--- config.mk ---
export PLATFORM = sky130hd
export DESIGN_NAME = wtm_top
export DESIGN_NICKNAME = d
export VERILOG_FILES = /design/src/wtm_pkg.sv /design/src/wtm_chan.sv /design/src/wtm_top.sv
export SDC_FILE = /design/constraint.sdc
export NUM_CORES = 1
export LEC_CHECK = 0
export ABC_CLOCK_PERIOD_IN_PS = 4950
export BUFFER_PORTS_ARGS = -buffer_cell sky130_fd_sc_hd__buf_4
export CAP_MARGIN = 40
export CORE_UTILIZATION = 55
export CTS_CLUSTER_SIZE = 30
export DETAILED_ROUTE_END_ITERATION = 8
export PLACE_DENSITY = 0.86
export SLEW_MARGIN = 0
export SYNTH_ARGS = -nofsm -noshare
export SYNTH_HDL_FRONTEND = slang
export SYNTH_HIERARCHICAL = 1
export SYNTH_SLANG_ARGS = --single-unit
--- constraint.sdc ---
create_clock -name CLK_I -period 4.95 [get_ports CLK_I]
set_input_delay 0.2475 -clock CLK_I [delete_from_list [all_inputs] [get_ports CLK_I]]
set_output_delay 0.2475 -clock CLK_I [all_outputs]
set_load 0.1 [all_outputs]
--- src/wtm_pkg.sv ---
// Package with register map, field layout, timing and state types of the wake-up timer
package wtm_pkg;
   // Register indices; byte address is four times the index
   localparam logic [7:0] IDX_TIMER_CTRL = 8'h32;
   localparam logic [7:0] IDX_AMP_CFG    = 8'h33;
   localparam logic [7:0] IDX_AMP_REF    = 8'h34;
   localparam logic [7:0] IDX_AMP_AVG    = 8'h35;
   localparam logic [7:0] IDX_AMP_LAST   = 8'h36;
   localparam logic [7:0] IDX_PH_CFG     = 8'h37;
   localparam logic [7:0] IDX_PH_REF     = 8'h38;
   localparam logic [7:0] IDX_PH_AVG     = 8'h39;
   localparam logic [7:0] IDX_PH_LAST    = 8'h3A;
   localparam logic [7:0] IDX_IRQ_STATUS = 8'h3B;
   localparam logic [7:0] IDX_IRQ_MASK   = 8'h3C;
   localparam logic [7:0] IDX_WAKE_EN    = 8'h3D;
   localparam logic [7:0] REG_RESET      = 8'h00;
   // Timer control fields
   localparam int TMR_RANGE_BIT = 7;
   localparam int TMR_CODE_LSB  = 4;
   localparam int TMR_IRQ_BIT   = 3;
   localparam int TMR_AMP_BIT   = 2;
   localparam int TMR_PH_BIT    = 1;
   localparam int TMR_CAP_BIT   = 0;
   // Measurement configuration fields
   localparam int CFG_THR_LSB    = 4;
   localparam int CFG_INCL_BIT   = 3;
   localparam int CFG_WEIGHT_LSB = 1;
   localparam int CFG_SRC_BIT    = 0;
   localparam int WEIGHT_BASE_SHIFT = 2;
   // Interrupt status bits and wake-up enable bit
   localparam int IRQ_TIMEOUT_BIT = 0;
   localparam int IRQ_AMP_BIT     = 1;
   localparam int IRQ_PH_BIT      = 2;
   localparam int IRQ_CAP_BIT     = 3;
   localparam int WAKE_EN_BIT     = 0;
   // Timing
   localparam int CLK_PERIOD_NS = 10;
   localparam int STEP_SHORT_MS = 10;
   localparam int STEP_LONG_MS  = 100;
   localparam int TICK_CYCLES_DEFAULT = STEP_SHORT_MS * 1000000 / CLK_PERIOD_NS;
   localparam logic [3:0] LONG_DIV_LAST = 4'(STEP_LONG_MS / STEP_SHORT_MS - 1);
   // Measurement kinds
   localparam logic [1:0] KIND_AMP = 2'h0;
   localparam logic [1:0] KIND_PH  = 2'h1;
   localparam logic [1:0] KIND_CAP = 2'h2;
   typedef enum {SEQ_IDLE, SEQ_AMP, SEQ_PH, SEQ_CAP} wtm_seq_t;
endpackage

--- src/wtm_chan.sv ---
// One measurement channel: compare with reference, running average, last result
`timescale 1ns/1ps
module wtm_chan
   import wtm_pkg::*;
(
   input  wire logic       clk_i,
   input  wire logic       rst_i,
   input  wire logic       valid_i,
   input  wire logic [7:0] result_i,
   input  wire logic [7:0] cfg_i,
   input  wire logic [7:0] reference_i,
   output logic            exceed_o,
   output logic [7:0]      average_o,
   output logic [7:0]      last_o
);
   logic [7:0] ref_sel;
   logic [7:0] diff;
   logic       exceed_now;
   logic [2:0] shift;
   logic signed [8:0] delta;
   logic signed [8:0] step;

   assign ref_sel    = cfg_i[CFG_SRC_BIT] ? average_o : reference_i;
   assign diff       = (result_i >= ref_sel) ? result_i - ref_sel : ref_sel - result_i;
   assign exceed_now = diff > {4'h0, cfg_i[CFG_THR_LSB +: 4]};
   assign shift      = 3'(WEIGHT_BASE_SHIFT) + {1'b0, cfg_i[CFG_WEIGHT_LSB +: 2]};
   assign delta      = $signed({1'b0, result_i}) - $signed({1'b0, average_o});
   assign step       = delta >>> shift;

   always_ff @(posedge clk_i)
   begin
      if (rst_i)
         last_o <= REG_RESET;
      else if (valid_i)
         last_o <= result_i;
   end

   always_ff @(posedge clk_i)
   begin
      if (rst_i)
         exceed_o <= 1'b0;
      else
         exceed_o <= valid_i && exceed_now;
   end

   // A triggering result is kept out unless the include bit is set
   always_ff @(posedge clk_i)
   begin
      if (rst_i)
         average_o <= REG_RESET;
      else if (valid_i && (!exceed_now || cfg_i[CFG_INCL_BIT]))
         average_o <= average_o + step[7:0];
   end

   property p_last_capture;
      @(posedge clk_i) disable iff (rst_i) valid_i |=> last_o == $past(result_i);
   endproperty
   a_last_capture: assert property (p_last_capture) else $error("last result not captured");

   property p_exceed;
      @(posedge clk_i) disable iff (rst_i)
         valid_i && (diff > {4'h0, cfg_i[7:4]}) |=> exceed_o ##1 !exceed_o;
   endproperty
   a_exceed: assert property (p_exceed) else $error("exceed pulse missing");

   property p_avg_excluded;
      @(posedge clk_i) disable iff (rst_i)
         valid_i && exceed_now && !cfg_i[CFG_INCL_BIT] |=> $stable(average_o);
   endproperty
   a_avg_excluded: assert property (p_avg_excluded) else $error("excluded result averaged");

   property p_avg_moves;
      @(posedge clk_i) disable iff (rst_i)
         valid_i && !exceed_now && ({1'b0, result_i} > {1'b0, average_o} + 9'h03F)
         |=> average_o > $past(average_o);
   endproperty
   a_avg_moves: assert property (p_avg_moves) else $error("average did not move");

   c_exceed: cover property (@(posedge clk_i) disable iff (rst_i) exceed_o);
endmodule

--- src/wtm_top.sv ---
// Wake-up timer with amplitude, phase and capacitance checks behind an APB slave
//
// Operation
// Range bit clear gives 100 ms step, set gives 10 ms step.
// Three-bit code n gives a period of n+1 steps.
// Timeout interrupt bit set raises an interrupt on every expiry.
// Amplitude check bit starts amplitude measurement at timeout, flags large difference.
// Phase check bit starts phase measurement at timeout, flags large difference.
// Capacitance check bit starts capacitance measurement, flags its exceed result.
// Upper nibble of amplitude config is the amplitude trigger margin.
// Upper nibble of phase config is the phase trigger margin.
// Include bit decides whether a triggering result enters the average.
// Two-bit weight selects 4, 8, 16 or 32.
// Source bit picks software reference when clear, running average when set.
// Amplitude and phase reference registers are software written, reset to zero.
// Running averages are readable, zero after reset.
// Latest results are readable, zero after reset.
// Average moves by the difference to the result divided by weight.
// Timer restarts after each expiry while wake-up mode is enabled.
`timescale 1ns/1ps
module wtm_top
   import wtm_pkg::*;
#(
   parameter int unsigned TICK_CYCLES = TICK_CYCLES_DEFAULT
)
(
   input  wire logic        CLK_I,
   input  wire logic        RST_I,
   input  wire logic        PSEL_I,
   input  wire logic        PENABLE_I,
   input  wire logic        PWRITE_I,
   input  wire logic [7:0]  PADDR_I,
   input  wire logic [31:0] PWDATA_I,
   output logic [31:0]      PRDATA_O,
   output logic             PREADY_O,
   output logic             PSLVERR_O,
   output logic             IRQ_O,
   output logic             MEAS_START_O,
   output logic [1:0]       MEAS_KIND_O,
   input  wire logic        MEAS_DONE_I,
   input  wire logic [7:0]  MEAS_RESULT_I,
   input  wire logic        CAP_EXCEED_I
);
   logic [7:0]  timer_ctrl;
   logic [7:0]  cfg [2];
   logic [7:0]  refv [2];
   logic [7:0]  avg [2];
   logic [7:0]  last [2];
   logic [1:0]  exceed;
   logic [1:0]  chan_valid;
   logic [3:0]  irq_status;
   logic [3:0]  irq_mask;
   logic        wake_en;
   logic [19:0] tick_count;
   logic        tick;
   logic [3:0]  step_div;
   logic        step_pulse;
   logic [2:0]  step_count;
   logic        timeout;
   wtm_seq_t    state;
   logic [2:0]  pend;
   logic        cap_event;
   logic [7:0]  index;
   logic        aligned;
   logic        mapped;
   logic [7:0]  rd_value;
   logic        access;
   logic        commit;
   logic        wr_commit;
   logic [3:0]  read_taken;
   logic [3:0]  next_status;
   logic [3:0]  events;
   logic [3:0]  next_mask;

   // APB decode
   assign index     = {2'b00, PADDR_I[7:2]};
   assign aligned   = PADDR_I[1:0] == 2'b00;
   assign access    = PSEL_I && PENABLE_I;
   assign commit    = access && PREADY_O;
   assign wr_commit = commit && PWRITE_I && !PSLVERR_O;

   always_comb
   begin
      mapped   = aligned;
      rd_value = REG_RESET;
      case (index)
         IDX_TIMER_CTRL: rd_value = timer_ctrl;
         IDX_AMP_CFG:    rd_value = cfg[0];
         IDX_AMP_REF:    rd_value = refv[0];
         IDX_AMP_AVG:    rd_value = avg[0];
         IDX_AMP_LAST:   rd_value = last[0];
         IDX_PH_CFG:     rd_value = cfg[1];
         IDX_PH_REF:     rd_value = refv[1];
         IDX_PH_AVG:     rd_value = avg[1];
         IDX_PH_LAST:    rd_value = last[1];
         IDX_IRQ_STATUS: rd_value = {4'h0, irq_status};
         IDX_IRQ_MASK:   rd_value = {4'h0, irq_mask};
         IDX_WAKE_EN:    rd_value = {7'h00, wake_en};
         default:        mapped   = 1'b0;
      endcase
   end

   // Answer one cycle into the access phase so that read data comes from a flop
   always_ff @(posedge CLK_I)
   begin
      if (RST_I)
         PREADY_O <= 1'b0;
      else
         PREADY_O <= access && !PREADY_O;
   end

   always_ff @(posedge CLK_I)
   begin
      if (RST_I)
      begin
         PRDATA_O  <= 32'h00000000;
         PSLVERR_O <= 1'b0;
      end
      else if (access && !PREADY_O)
      begin
         PRDATA_O  <= PWRITE_I ? 32'h00000000 : {24'h000000, rd_value};
         PSLVERR_O <= !mapped || (PWRITE_I && (index == IDX_AMP_AVG || index == IDX_AMP_LAST
                      || index == IDX_PH_AVG || index == IDX_PH_LAST
                      || index == IDX_IRQ_STATUS));
      end
   end

   // Software registers
   always_ff @(posedge CLK_I)
   begin
      if (RST_I)
      begin
         timer_ctrl <= REG_RESET;
         irq_mask   <= 4'h0;
         wake_en    <= 1'b0;
      end
      else if (wr_commit)
      begin
         if (index == IDX_TIMER_CTRL)
            timer_ctrl <= PWDATA_I[7:0];
         if (index == IDX_IRQ_MASK)
            irq_mask <= PWDATA_I[3:0];
         if (index == IDX_WAKE_EN)
            wake_en <= PWDATA_I[WAKE_EN_BIT];
      end
   end

   // Per-channel configuration, reference and result logic
   genvar ch;
   generate
      for (ch = 0; ch < 2; ch++)
      begin : g_chan
         localparam logic [7:0] CFG_IDX = (ch == 0) ? IDX_AMP_CFG : IDX_PH_CFG;
         localparam logic [7:0] REF_IDX = (ch == 0) ? IDX_AMP_REF : IDX_PH_REF;

         always_ff @(posedge CLK_I)
         begin
            if (RST_I)
            begin
               cfg[ch]  <= REG_RESET;
               refv[ch] <= REG_RESET;
            end
            else if (wr_commit)
            begin
               if (index == CFG_IDX)
                  cfg[ch] <= PWDATA_I[7:0];
               if (index == REF_IDX)
                  refv[ch] <= PWDATA_I[7:0];
            end
         end

         assign chan_valid[ch] = MEAS_DONE_I && (state == ((ch == 0) ? SEQ_AMP : SEQ_PH));

         wtm_chan u_chan
         (
            .clk_i       (CLK_I),
            .rst_i       (RST_I),
            .valid_i     (chan_valid[ch]),
            .result_i    (MEAS_RESULT_I),
            .cfg_i       (cfg[ch]),
            .reference_i (refv[ch]),
            .exceed_o    (exceed[ch]),
            .average_o   (avg[ch]),
            .last_o      (last[ch])
         );
      end
   endgenerate

   // 10 ms tick divider; stopped and cleared outside wake-up mode
   assign tick = tick_count == 20'(TICK_CYCLES - 1);

   always_ff @(posedge CLK_I)
   begin
      if (RST_I || !wake_en || tick)
         tick_count <= 20'h00000;
      else
         tick_count <= tick_count + 20'h00001;
   end

   assign step_pulse = wake_en && tick && (timer_ctrl[TMR_RANGE_BIT] || step_div == LONG_DIV_LAST);

   always_ff @(posedge CLK_I)
   begin
      if (RST_I || !wake_en)
         step_div <= 4'h0;
      else if (tick)
         step_div <= (step_div == LONG_DIV_LAST) ? 4'h0 : step_div + 4'h1;
   end

   assign timeout = step_pulse && step_count == timer_ctrl[TMR_CODE_LSB +: 3];

   always_ff @(posedge CLK_I)
   begin
      if (RST_I || !wake_en)
         step_count <= 3'h0;
      else if (timeout)
         step_count <= 3'h0;
      else if (step_pulse)
         step_count <= step_count + 3'h1;
   end

   // Measurement sequencing; a timeout during a running sequence is skipped
   always_ff @(posedge CLK_I)
   begin
      if (RST_I)
         pend <= 3'h0;
      else if (timeout && state == SEQ_IDLE && pend == 3'h0)
         pend <= {timer_ctrl[TMR_AMP_BIT], timer_ctrl[TMR_PH_BIT], timer_ctrl[TMR_CAP_BIT]};
      else if (MEAS_DONE_I)
         case (state)
            SEQ_AMP: pend[2] <= 1'b0;
            SEQ_PH:  pend[1] <= 1'b0;
            SEQ_CAP: pend[0] <= 1'b0;
            default: pend    <= pend;
         endcase
   end

   always_ff @(posedge CLK_I)
   begin
      if (RST_I)
         state <= SEQ_IDLE;
      else
         case (state)
            SEQ_IDLE:
               if (pend[2])
                  state <= SEQ_AMP;
               else if (pend[1])
                  state <= SEQ_PH;
               else if (pend[0])
                  state <= SEQ_CAP;
            SEQ_AMP, SEQ_PH, SEQ_CAP:
               if (MEAS_DONE_I)
                  state <= SEQ_IDLE;
            default:
               state <= SEQ_IDLE;
         endcase
   end

   always_ff @(posedge CLK_I)
   begin
      if (RST_I)
      begin
         MEAS_START_O <= 1'b0;
         MEAS_KIND_O  <= KIND_AMP;
      end
      else
      begin
         MEAS_START_O <= state == SEQ_IDLE && pend != 3'h0;
         // Kind stays put between starts so the far side may read it late
         if (state == SEQ_IDLE && pend != 3'h0)
            MEAS_KIND_O <= pend[2] ? KIND_AMP : (pend[1] ? KIND_PH : KIND_CAP);
      end
   end

   assign cap_event = MEAS_DONE_I && state == SEQ_CAP && CAP_EXCEED_I;

   // Interrupt status; a read clears only the bits it returned, so new events win
   always_comb
   begin
      events = 4'h0;
      events[IRQ_TIMEOUT_BIT] = timeout && timer_ctrl[TMR_IRQ_BIT];
      events[IRQ_AMP_BIT]     = exceed[0];
      events[IRQ_PH_BIT]      = exceed[1];
      events[IRQ_CAP_BIT]     = cap_event;
      read_taken = 4'h0;
      if (commit && !PWRITE_I && !PSLVERR_O && index == IDX_IRQ_STATUS)
         read_taken = PRDATA_O[3:0];
      next_status = (irq_status & ~read_taken) | events;
      // A mask written now already counts, so the output never lags the mask
      next_mask = (wr_commit && index == IDX_IRQ_MASK) ? PWDATA_I[3:0] : irq_mask;
   end

   always_ff @(posedge CLK_I)
   begin
      if (RST_I)
         irq_status <= 4'h0;
      else
         irq_status <= next_status;
   end

   always_ff @(posedge CLK_I)
   begin
      if (RST_I)
         IRQ_O <= 1'b0;
      else
         IRQ_O <= |(next_status & next_mask);
   end

   property p_timeout_irq;
      @(posedge CLK_I) disable iff (RST_I)
         timeout && timer_ctrl[TMR_IRQ_BIT] |=> irq_status[IRQ_TIMEOUT_BIT];
   endproperty
   a_timeout_irq: assert property (p_timeout_irq) else $error("timeout status not set");

   property p_no_timeout_irq;
      @(posedge CLK_I) disable iff (RST_I)
         timeout && !timer_ctrl[TMR_IRQ_BIT] && !irq_status[IRQ_TIMEOUT_BIT]
         |=> !irq_status[IRQ_TIMEOUT_BIT];
   endproperty
   a_no_timeout_irq: assert property (p_no_timeout_irq) else $error("timeout status spurious");

   property p_long_range;
      @(posedge CLK_I) disable iff (RST_I)
         step_pulse && !timer_ctrl[TMR_RANGE_BIT] |-> tick && step_div == 4'h9;
   endproperty
   a_long_range: assert property (p_long_range) else $error("100 ms step wrong");

   property p_restart;
      @(posedge CLK_I) disable iff (RST_I)
         timeout && wake_en |=> step_count == 3'h0 && tick_count == 20'h00000;
   endproperty
   a_restart: assert property (p_restart) else $error("timer not restarted");

   property p_amp_start;
      @(posedge CLK_I) disable iff (RST_I)
         timeout && timer_ctrl[TMR_AMP_BIT] && state == SEQ_IDLE && pend == 3'h0
         |=> ##1 MEAS_START_O && MEAS_KIND_O == KIND_AMP;
   endproperty
   a_amp_start: assert property (p_amp_start) else $error("amplitude measurement not started");

   property p_ref_write;
      @(posedge CLK_I) disable iff (RST_I)
         wr_commit && index == IDX_PH_REF |=> refv[1] == $past(PWDATA_I[7:0]);
   endproperty
   a_ref_write: assert property (p_ref_write) else $error("phase reference not written");

   property p_irq_out;
      @(posedge CLK_I) disable iff (RST_I)
         |(irq_status & irq_mask) && !commit |-> IRQ_O;
   endproperty
   a_irq_out: assert property (p_irq_out) else $error("interrupt output low");

   c_timeout: cover property (@(posedge CLK_I) disable iff (RST_I) timeout);
   c_cap: cover property (@(posedge CLK_I) disable iff (RST_I) cap_event);
   c_read_clear: cover property (@(posedge CLK_I) disable iff (RST_I) read_taken != 4'h0);
endmodule
==> results.yml <==
outcome:
  status: "finished, final reports clean"
pwr:
  p_total_uw: 2980
  power.density_mw_per_mm2: 285
  vdd_drop_max_mv: 0.284
  leakage_uw: 0.00425
timing:
  drv_slew: 0
  finalSetupViolCount: 0
  slew_headroom: 0.442
  finalClockSkew_ps: 16.8
  rsz0062_at_grt: "false"
  setup_tns_ps: 0
  min_period_ps: 4590
  max_freq_ghz: 0.218
  worstMarginPinSlew_ps: 831
  hold_ws_ps: 144
  hold_violations: 0
  fin_crit_sh: 0.926
worst_setup_path:
  slowest_delay_ps: 650
  worstReg2RegEnd: "g_chan[0].u_chan/average_o[2]$_SDFFE_PP0P_"
  cp_data_required_time_ps: 5290
  path_buf_inv: 1
  endpoint_kind: "flip-flop"
  crit_type: "reg -> reg"
  cp_max_fo: 10
  r2r_start: "cfg[0][0]$_SDFFCE_PN0P_"
  worstPathArrival_ps: 4920
  setup.worst_path.start_class: "flip-flop"
  cp_cell_sequence: "mux2i_1, inv_1, ha_1, nand4_1, a31oi_4, nor3_4, mux2_2, ha_1, nor2b_1, o21a_1, o21a_1, o21ai_0, and2_1, o2111ai_2, a211o_1, a21oi_1"
  reg2reg_depth: 16
  slowest_stage: "edfxtp_1"
  rrSetupSlack_ps: 360
  critPathTopFamily: "compound AO/OA/AOI/OAI gates"
yosys:
  synth_seq_area_share: 0.305
  avgSynthCellArea_um2: 8.77
  async_flop_share: 0
  yosys.area.top_type: "dfxtp_1"
  synth_area_leaders: "dfxtp_1 20%, edfxtp_1 10%, ha_1 8.9%, mux2i_1 6.2%, nor2_1 3.8%"
  netlist.area_leader.share: 0.204
  synth.distinct_cells: 96
  synth_area_mm2: 0.00951
  synth-edff-count: 32
  ys_warn_count: 6
  synth_seq_cells: 129
  netlist_instances: 1084
  ys.flop_type: "dfxtp_1"
min_path:
  min_to: "PSLVERR_O$_SDFFE_PP0P_"
  hp-start: "PADDR_I[1]"
  hold_path_class: "in -> reg"
  hold_depth: 3
finish:
  synthToLayoutAreaGrowth_pct: 10.3
  insertedDiodeCount: 0
  design_area_mm2: 0.0105
  fillers: 1269
  postLayoutCoreUtil: 0.626
  nNetsFinal: 1240
  final_cell_mix: "97 x dfxtp_1, 97 x nor2_1, 81 x inv_1"
  drive_above_1_share: 0.117
clock_tree:
  post_cts_buffers: 0
  path_clk_slew_ps: 60
  tritoncts: "built"
  cts_resized: 0
  clk-insertion-delay-late_ps: 420
  cts-root-buf: "clkbuf_16"
  cts-hold-fix-buffers: 0
  cts_sinks: 129
  cts-buffers-inserted: 17
  clockBufferDepth: 2
  cts_max_level: 4
route:
  post_drt_wl_per_cell_um: 19.1
  vias_per_cell: 6.35
  firstDrtPassIters: 9
  wl_um: 25600
  drc: 0
  antenna_left: 0
  dr.first_iter.drc_count: 928
  num_vias: 8538
place:
  gp_congestion: 0.896
  dp_hpwl_um: 18300
  port_buffers: 44
  post_dp_cell_area_mm2: 0.00989
global_routing:
  antenna_found_initial: 0
  grt_first_pass_wirelength_um: 41300
  overflow: 0
  grt_usage: 0.295
  grt_max_degree: 83
  grt_pass1_vias: 8302
die:
  die_w_um: 134
  start_util: 0.568
  core_area_mm2: 0.0168
  die_area_mm2: 0.0178
  pin_count: 93
  rows: 47
  die_y_um: 134
run:
  maxCapViolCount: 0
## metal layers
layer	wire, um	track usage
met5	0	0
met2	12200	0.492
met3	2350	0.0700
met1	9970	0.353
met4	1180	0.150
## area by class of cell
class / instances / area (um2) / area share
Timing Repair Buffer: 53 / 398 / 0.0379
Tap cell: 220 / 275 / 0.0262
Multi-Input combinational cell: 829 / 6010 / 0.573
Sequential cell: 129 / 2900 / 0.277
Clock buffer: 19 / 454 / 0.0433
Clock inverter: 13 / 146 / 0.0140
Inverter: 81 / 304 / 0.0290
## flip-flops by register name (all words and copies together) (netlist names), 2 cells and up
register                 count
tick_count                  20
MEAS_KIND_O                  2
irq_status                   4
timer_ctrl                   8
pend                         3
step_div                     4
cfg                         16
g_chan.u_chan/average_o     16
g_chan.u_chan/exceed_o       2
refv                        16
step_count                   3
PRDATA_O                     8
g_chan.u_chan/last_o        16
state                        2
irq_mask                     4
## power breakdown
part	switching, uW	total, uW	internal [uW]	leakage, uW
logic	385	599	214	0.00285
clock network	496	1280	780	0.000291
registers	18.5	1110	1090	0.00112
total	899	2980	2090	0.00425
## cells in the mapped netlist (all sizes together), types with 5 or more instances
cell type	n
nor2b	13
nor4	8
and2	43
o211ai	12
and4	6
a22o	8
nor3	26
mux4	9
o21a	11
dfxtp	97
nand3	38
xnor2	27
nand3b	7
or3	9
nand2	62
nand4	14
and3	8
edfxtp	32
fa	6
o2111ai	5
a21o	13
nor3b	5
inv	81
mux2	9
nand2b	12
a31oi	9
xor2	12
mux2i	59
a211oi	9
buf	43
clkbuf	24
a21oi	66
nor2	97
a22oi	10
o21bai	10
ha	68
o21ai	47
## cells by family (layout without fill, tap and decap cells)
family	after synthesis	count (layout)	share of synthesized area
xor+xnor	39	39	0.0359
fa+ha+maj	74	74	0.102
simple gates	368	368	0.205
buf+inv	149	166	0.0725
compound gates	247	247	0.183
mux	77	77	0.0956
flops	129	129	0.305
other cells	1	24	0.000394
## through the flow
stage                     instances  worst slack, ps
after detailed placement       1312              433
after floorplan                1107              806
final                          1344              365
after global routing           1344              150
after CTS                      1344              398
after global placement         1312              532
## worst max path at each step
stage	start	to	slack, ps	depth (start not counted)
6_report	cfg[0][0]$_SDFFCE_PN0P_	g_chan[0].u_chan/average_o[2]$_SDFFE_PP0P_	360	16
2_1_floorplan	cfg[0][0]$_SDFFCE_PN0P_	g_chan[0].u_chan/average_o[2]$_SDFFE_PP0P_	810	19
5_1_grt	cfg[0][0]$_SDFFCE_PN0P_	g_chan[0].u_chan/average_o[2]$_SDFFE_PP0P_	150	16
4_1_cts	cfg[0][0]$_SDFFCE_PN0P_	g_chan[0].u_chan/average_o[2]$_SDFFE_PP0P_	400	16
3_3_place_gp	cfg[0][0]$_SDFFCE_PN0P_	g_chan[0].u_chan/average_o[2]$_SDFFE_PP0P_	530	16
3_5_place_dp	cfg[0][0]$_SDFFCE_PN0P_	g_chan[0].u_chan/average_o[2]$_SDFFE_PP0P_	430	16
## worst reg2reg max path, cell delays in order (launching register included)
cell       delay (ps)
edfxtp_1          650
mux2i_1           470
inv_1             160
ha_1              340
nand4_1           160
a31oi_4           120
nor3_4            440
mux2_2            410
ha_1              290
nor2b_1           140
o21a_1            160
o21a_1            160
o21ai_0           220
and2_1            180
o2111ai_2         190
a211o_1           310
a21oi_1           130
(Power assumes the default switching activity.)
